==> src/shared/tone_readout_defines.vh <==
// Constants for the tone digit serial readout block.
`ifndef TONE_READOUT_DEFINES_VH
`define TONE_READOUT_DEFINES_VH
`define BIT_CNT_W        3
`define BIT_CNT_ZERO     3'h0
`define BIT_CNT_DONE     3'h4
`define BIT_CNT_STEP     3'h1
`define IDX_ZERO         4'h0
`define IDX_STAR         4'ha
`define IDX_HASH         4'hb
`define IDX_A            4'hc
`define IDX_B            4'hd
`define IDX_C            4'he
`define IDX_D            4'hf
`define CODE_ZERO        4'h0
`define KEY_D            4'h0
`define KEY_ZERO         4'ha
`define KEY_STAR         4'hb
`define KEY_HASH         4'hc
`define KEY_A            4'hd
`define KEY_B            4'he
`define KEY_C            4'hf
`define KEY_LAST_DECIMAL 4'h9
`endif

==> src/hdl/tone_digit_serial_readout.v <==
// Serial readout and power-down control of a received tone digit.
`timescale 1ns/1ns
// Overview of operation
// - Steering flag high while a valid digit held, outside power-down
// - First acknowledge edge latches code, shows LSB
// - Extra pulses ignored until steering rises again
// - Power-down entered on pin rise, acknowledge low
// - Acknowledge toggling in power-down is harmless
// - Power-down pin low returns normal operation
// - Held digit re-readable after power-down
// - n power-downs allow n plus one readouts
// - Key to four-bit code mapping
// - Code one drives high, zero drives low
// - Mode follows power-down and acknowledge levels
`include "tone_readout_defines.vh"
module tone_digit_serial_readout
(
  input  wire       clk,
  input  wire       srst,
  input  wire       digit_valid,
  input  wire [3:0] digit_key,
  input  wire       ack,
  input  wire       power_down_pin,
  output reg        early_steering_flag,
  output reg        serial_digit_out,
  output reg        power_down_mode
);

  // Key index: 0..9 digits, 10 star, 11 hash, 12..15 keys A..D.
  function [3:0] encode_key;
    input [3:0] key;
    begin
      case (key)
        `IDX_ZERO:
          encode_key = `KEY_ZERO;
        `IDX_STAR:
          encode_key = `KEY_STAR;
        `IDX_HASH:
          encode_key = `KEY_HASH;
        `IDX_A:
          encode_key = `KEY_A;
        `IDX_B:
          encode_key = `KEY_B;
        `IDX_C:
          encode_key = `KEY_C;
        `IDX_D:
          encode_key = `KEY_D;
        default:
          encode_key = key;
      endcase
    end
  endfunction

  // Bit that the pin shows next: the lowest bit of the code.
  function code_lsb;
    input [3:0] code;
    begin
      code_lsb = code[0];
    end
  endfunction

  // Code left after one bit has gone out, shifted down.
  function [3:0] code_rest;
    input [3:0] code;
    begin
      code_rest = {1'b0, code[3:1]};
    end
  endfunction

  // Synchroniser stages, edge history and readout state.
  reg                  ack_m_q;
  reg                  ack_s_q;
  reg                  ack_p_q;
  reg                  pd_m_q;
  reg                  pd_s_q;
  reg                  pd_p_q;
  reg                  val_m_q;
  reg                  val_s_q;
  reg [3:0]            key_m_q;
  reg [3:0]            key_s_q;
  reg [3:0]            shift_q;
  reg [3:0]            shift_d;
  reg [`BIT_CNT_W-1:0] cnt_q;
  reg [`BIT_CNT_W-1:0] cnt_d;
  reg                  mode_d;
  reg                  steer_d;
  reg                  sd_d;

  // Edges are taken from synchronised copies of the host pins.
  wire ack_rise;
  wire pd_rise;
  wire ready;
  wire rearm;
  wire first_bit;
  wire take;

  assign ack_rise  = ack_s_q & ~ack_p_q;
  assign pd_rise   = pd_s_q & ~pd_p_q;
  assign ready     = val_s_q & ~power_down_mode;
  // Steering rising again, fresh digit or back from power-down.
  assign rearm     = val_s_q & ~early_steering_flag & ready;
  assign first_bit = (cnt_q == `BIT_CNT_ZERO);
  // Pulses are refused in power-down, with the pin high, or after four.
  assign take      = ack_rise & ~power_down_mode & ~pd_s_q
                     & (cnt_q != `BIT_CNT_DONE);

  // Two-stage synchronisers; only the second stage is read by logic.
  always @(posedge clk)
  begin
    ack_m_q <= ack;
    ack_s_q <= ack_m_q;
    pd_m_q  <= power_down_pin;
    pd_s_q  <= pd_m_q;
    val_m_q <= digit_valid;
    val_s_q <= val_m_q;
    key_m_q <= digit_key;
    key_s_q <= key_m_q;
  end

  // Mode follows the level table; both pins high keeps the mode.
  always @*
  begin
    mode_d = power_down_mode;
    if (!pd_s_q)
      mode_d = 1'b0;
    else if (pd_rise && !ack_s_q)
      mode_d = 1'b1;
    else
      mode_d = power_down_mode;
  end

  // Steering reports a held digit only outside power-down.
  always @*
  begin
    steer_d = ready;
  end

  // Bit counter and shift register of the serial readout.
  // A fifth pulse finds the counter at four and is ignored.
  always @*
  begin
    cnt_d   = cnt_q;
    shift_d = shift_q;
    sd_d    = serial_digit_out;
    if (rearm)
    begin
      cnt_d = `BIT_CNT_ZERO;
    end
    else if (!val_s_q)
    begin
      cnt_d = `BIT_CNT_ZERO;
    end
    else if (take)
    begin
      if (first_bit)
      begin
        shift_d = code_rest(encode_key(key_s_q));
        sd_d    = code_lsb(encode_key(key_s_q));
      end
      else
      begin
        shift_d = code_rest(shift_q);
        sd_d    = code_lsb(shift_q);
      end
      cnt_d = cnt_q + `BIT_CNT_STEP;
    end
  end

  // Previous synchronised levels, for edge detection.
  always @(posedge clk)
  begin
    if (srst)
    begin
      ack_p_q <= 1'b0;
      pd_p_q  <= 1'b0;
    end
    else
    begin
      ack_p_q <= ack_s_q;
      pd_p_q  <= pd_s_q;
    end
  end

  // Mode and steering outputs.
  always @(posedge clk)
  begin
    if (srst)
    begin
      power_down_mode     <= 1'b0;
      early_steering_flag <= 1'b0;
    end
    else
    begin
      power_down_mode     <= mode_d;
      early_steering_flag <= steer_d;
    end
  end

  // Readout state and the serial output pin.
  always @(posedge clk)
  begin
    if (srst)
    begin
      serial_digit_out <= 1'b0;
      shift_q          <= `CODE_ZERO;
      cnt_q            <= `BIT_CNT_ZERO;
    end
    else
    begin
      serial_digit_out <= sd_d;
      shift_q          <= shift_d;
      cnt_q            <= cnt_d;
    end
  end

endmodule

==> config.mk <==
export PLATFORM = sky130hd
export DESIGN_NAME = tone_digit_serial_readout
export DESIGN_NICKNAME = d
export VERILOG_FILES = /design/src/hdl/tone_digit_serial_readout.v
export VERILOG_INCLUDE_DIRS = /design/src /design/src/shared
export SDC_FILE = /design/constraint.sdc
export NUM_CORES = 1
export LEC_CHECK = 0
export ABC_AREA = 1
export ABC_CLOCK_PERIOD_IN_PS = 1340
export BUFFER_PORTS_ARGS = -buffer_cell sky130_fd_sc_hd__buf_2
export CAP_MARGIN = 5
export CORE_MARGIN = 1
export CORE_UTILIZATION = 57
export CTS_BUF_LIST = sky130_fd_sc_hd__clkbuf_4
export DETAILED_ROUTE_END_ITERATION = 12
export GPL_TIMING_DRIVEN = 0
export PLACE_DENSITY = 0.87
export SETUP_SLACK_MARGIN = 0.3
export SKIP_LAST_GASP = 1
export SLEW_MARGIN = 40
export SYNTH_ARGS = -nofsm -noshare
export SYNTH_HDL_FRONTEND = slang
export SYNTH_SLANG_ARGS = --single-unit
==> constraint.sdc <==
create_clock -name clk -period 1.34 [get_ports clk]
set_input_delay 0.067 -clock clk [delete_from_list [all_inputs] [get_ports clk]]
set_output_delay 0.067 -clock clk [all_outputs]
set_load 0.03 [all_outputs]
==> results.md <==
* Area after DPL at 1010 µm²
* Area Growth Syn to Fin at 29.71%
* PD cells at 1075 nW/µm²
* DIE AREA at 1759 µm²
* Gpl congestion at 0.8571
* Most common cell after layout, fill and taps aside: dfxtp_1
* Gr usage total at 0.2227
* TritonCTS Buffers at 3
* Vias post-DR at 739
* DR DRC count at 0
* Number of routed nets with antenna violations at 0
* Hold Vio Cnt, Final at 0
* Mean Syn Cell Area at 8.501 µm²
* Leading area contributor after synthesis: dfxtp_1
* First-pass GRT wire length at 2884 µm
* Max layer used: met4
* Final HPWL DP at 1110 µm
* Met3 wire length at 37 µm
* Sequential fraction of the synthesis area at 0.5502
* Initial antenna violation count at 0
* Worst path required time at 1550 ps
* Commonest non-fill, non-tap cells in the layout: dfxtp_1 (21), nor2_1 (17), nand2_1 (16), inv_1 (13), buf_2 (10)
* I/O pin total at 12
* Total chip power at 1.268 mW
* Vias in the first global route at 713
* ANT cells at 0
* Drt pass-1 iters at 4
* Slew margin rel. at 0.8517
* CP Class: reg2reg
* Final setup fails at 0
* Final critical-path share of the clock period at 0.9160
* CP Launch Type: flip-flop
* DIE WIDTH at 41.95 µm
* Port Buffers at 11
* Synth top area cells: dfxtp_1 (55%), nor2_1 (8.3%), nand2_1 (7.8%), inv_1 (6.6%), ha_1 (2.8%)
* WL/cell at 11.55 µm
* Hold_ws at 341.8 ps
* Max Slew Vio Count at 0
* Yosys top cell area share at 0.5502
* Fin area at 1180 µm²
* Core area at 1506 µm²
* DR vias/cell at 4.927
* Worst skew pair latency at 310 ps
* Core Util, Final at 0.7832
* Leakage power at 0.5399 nW
* RSZ-0062 raised after global routing: yes
* Detail Route met2 WL at 922 µm
* Initial drt markers at 3
* Layout Nets at 146
* Fin crit period at 1227 ps
* Outcome: complete, no violations
* Max Root-Sink Buffers at 2
* Clock-pin slew on the worst setup and hold paths at 130 ps
* Yosys warns at 0
* CTS tree: built
* Die Y at 41.95 µm
* Worst Skew at 7.870 ps
* Actual slew at the worst max-slew pin at 220.1 ps
* Net count after synthesis at 118
* CP arrival at 1440 ps
* Clk sink count at 25
* Rows at 14
* Synth Instances at 107
* CP max FO at 7
* Worst Hold Class: reg2reg
* Share of post-route cells with drive strength above 1 at 0.3209
* Worst setup EP type: flip-flop
* Fmax at 814.7 MHz
* Congestion Overflow GR at 0
* Initial core utilization at 0.6038
* MaxCap Viol Count at 0
* Post-Syn Area at 909.6 µm²
* Yosys cell types at 19
* Final WL at 1733 µm
* TNS Setup at 0 ps
* VDD IR max at 942.1 µV
* Pin count of the biggest net entering global routing at 14
* CTS H-tree lvls at 1
* Synth Register Bits at 25
* Root Buffer: clkbuf_4
* WL met1 at 731 µm
==> cell usage after synthesis <==
library cell / count
o21ai_4: 1
nand3_1: 3
inv_1: 16
inv_2: 1
nor2_2: 3
nand2_1: 19
a211oi_1: 1
nand4_1: 1
dfxtp_1: 25
o21ai_1: 3
nand2_2: 1
o211ai_1: 1
a21oi_1: 4
ha_1: 2
o21ai_2: 1
nor2_1: 20
nand3_4: 1
o21ai_0: 3
nor2_8: 1
==> sequential cells by signal, summed over array words and instances (netlist names) <==
name and flops:
ack_m_q 1, early_steering_flag 1, serial_digit_out 1, cnt_q 3, ack_p_q 1, val_s_q 1, pd_p_q 1, shift_q 3
val_m_q 1, ack_s_q 1, pd_m_q 1, key_s_q 4, pd_s_q 1, power_down_mode 1, key_m_q 4
==> through the flow <==
| stage | instances | setup WS (ps) |
|---|---|---|
| floorplan | 107 | 193.5 |
| global route | 150 | 26.78 |
| global placement | 134 | 138.2 |
| finish | 150 | 112.6 |
| CTS | 149 | 144.5 |
| detailed placement | 134 | 92.69 |
==> worst max-delay path: stages (launching register included) <==
cell and delay [ps]:
dfxtp_2 360, inv_2 50, ha_4 170, nand2_4 80, nand3_4 110, nor2_8 170, o21ai_2 60, nor2_1 80
nor2_1 40
==> power breakdown <==
part | switching (mW) | total (mW) | internal, mW
clock | 0.207 | 0.343 | 0.136
combinational | 0.0700 | 0.128 | 0.0579
sequential | 0.0207 | 0.797 | 0.776
==> final cells by class <==
type                            count  area [µm²]
Tap cell                           16       20.02
Fill cell                          98       326.6
Timing Repair Buffer               23       167.7
Clock buffer                        4       30.03
Sequential cell                    25       505.5
Inverter                           17       63.81
Multi-Input combinational cell     65       392.9
==> metal layers <==
metal	up-vias	global-route usage
met5	-	0
met4	0	0.1355
met3	4	0.02609
met2	14	0.4094
met1	338	0.2388
li1	383	-
==> timing repair <==
item,4_1_cts,5_1_grt
hold buffers,8,0
pin swaps,9,4
gates resized for setup,7,4
endpoints found under the hold margin,11,0
buffers inserted,3,1
endpoints found under the setup margin,7,8
==> kinds of logic (layout without fill, tap and decap cells) <==
family,after synthesis,in the layout,synth area share
adder cells (fa/ha/maj),2,2,0.02751
AO/OA/AOI/OAI,14,14,0.09904
AND/OR/NAND/NOR,49,49,0.2531
buffers and inverters,17,44,0.07015
flip-flops,25,25,0.5502
==> worst paths after layout <==
| check | start | endpoint | slack, ps | cells past startpoint |
|---|---|---|---|---|
| worst max-delay path | cnt_q[1]$_SDFFE_PP0P_ | serial_digit_out$_SDFFE_PP0P_ | 110 | 8 |
| worst min-delay path | key_m_q[2]$_DFF_P_ | key_s_q[2]$_DFF_P_ | 340 | 0 |
| worst max register to register | cnt_q[1]$_SDFFE_PP0P_ | serial_digit_out$_SDFFE_PP0P_ | 110 | 8 |
| worst min register to register | key_m_q[2]$_DFF_P_ | key_s_q[2]$_DFF_P_ | 340 | 0 |
No activity file was read; power rests on OpenSTA's default activity.
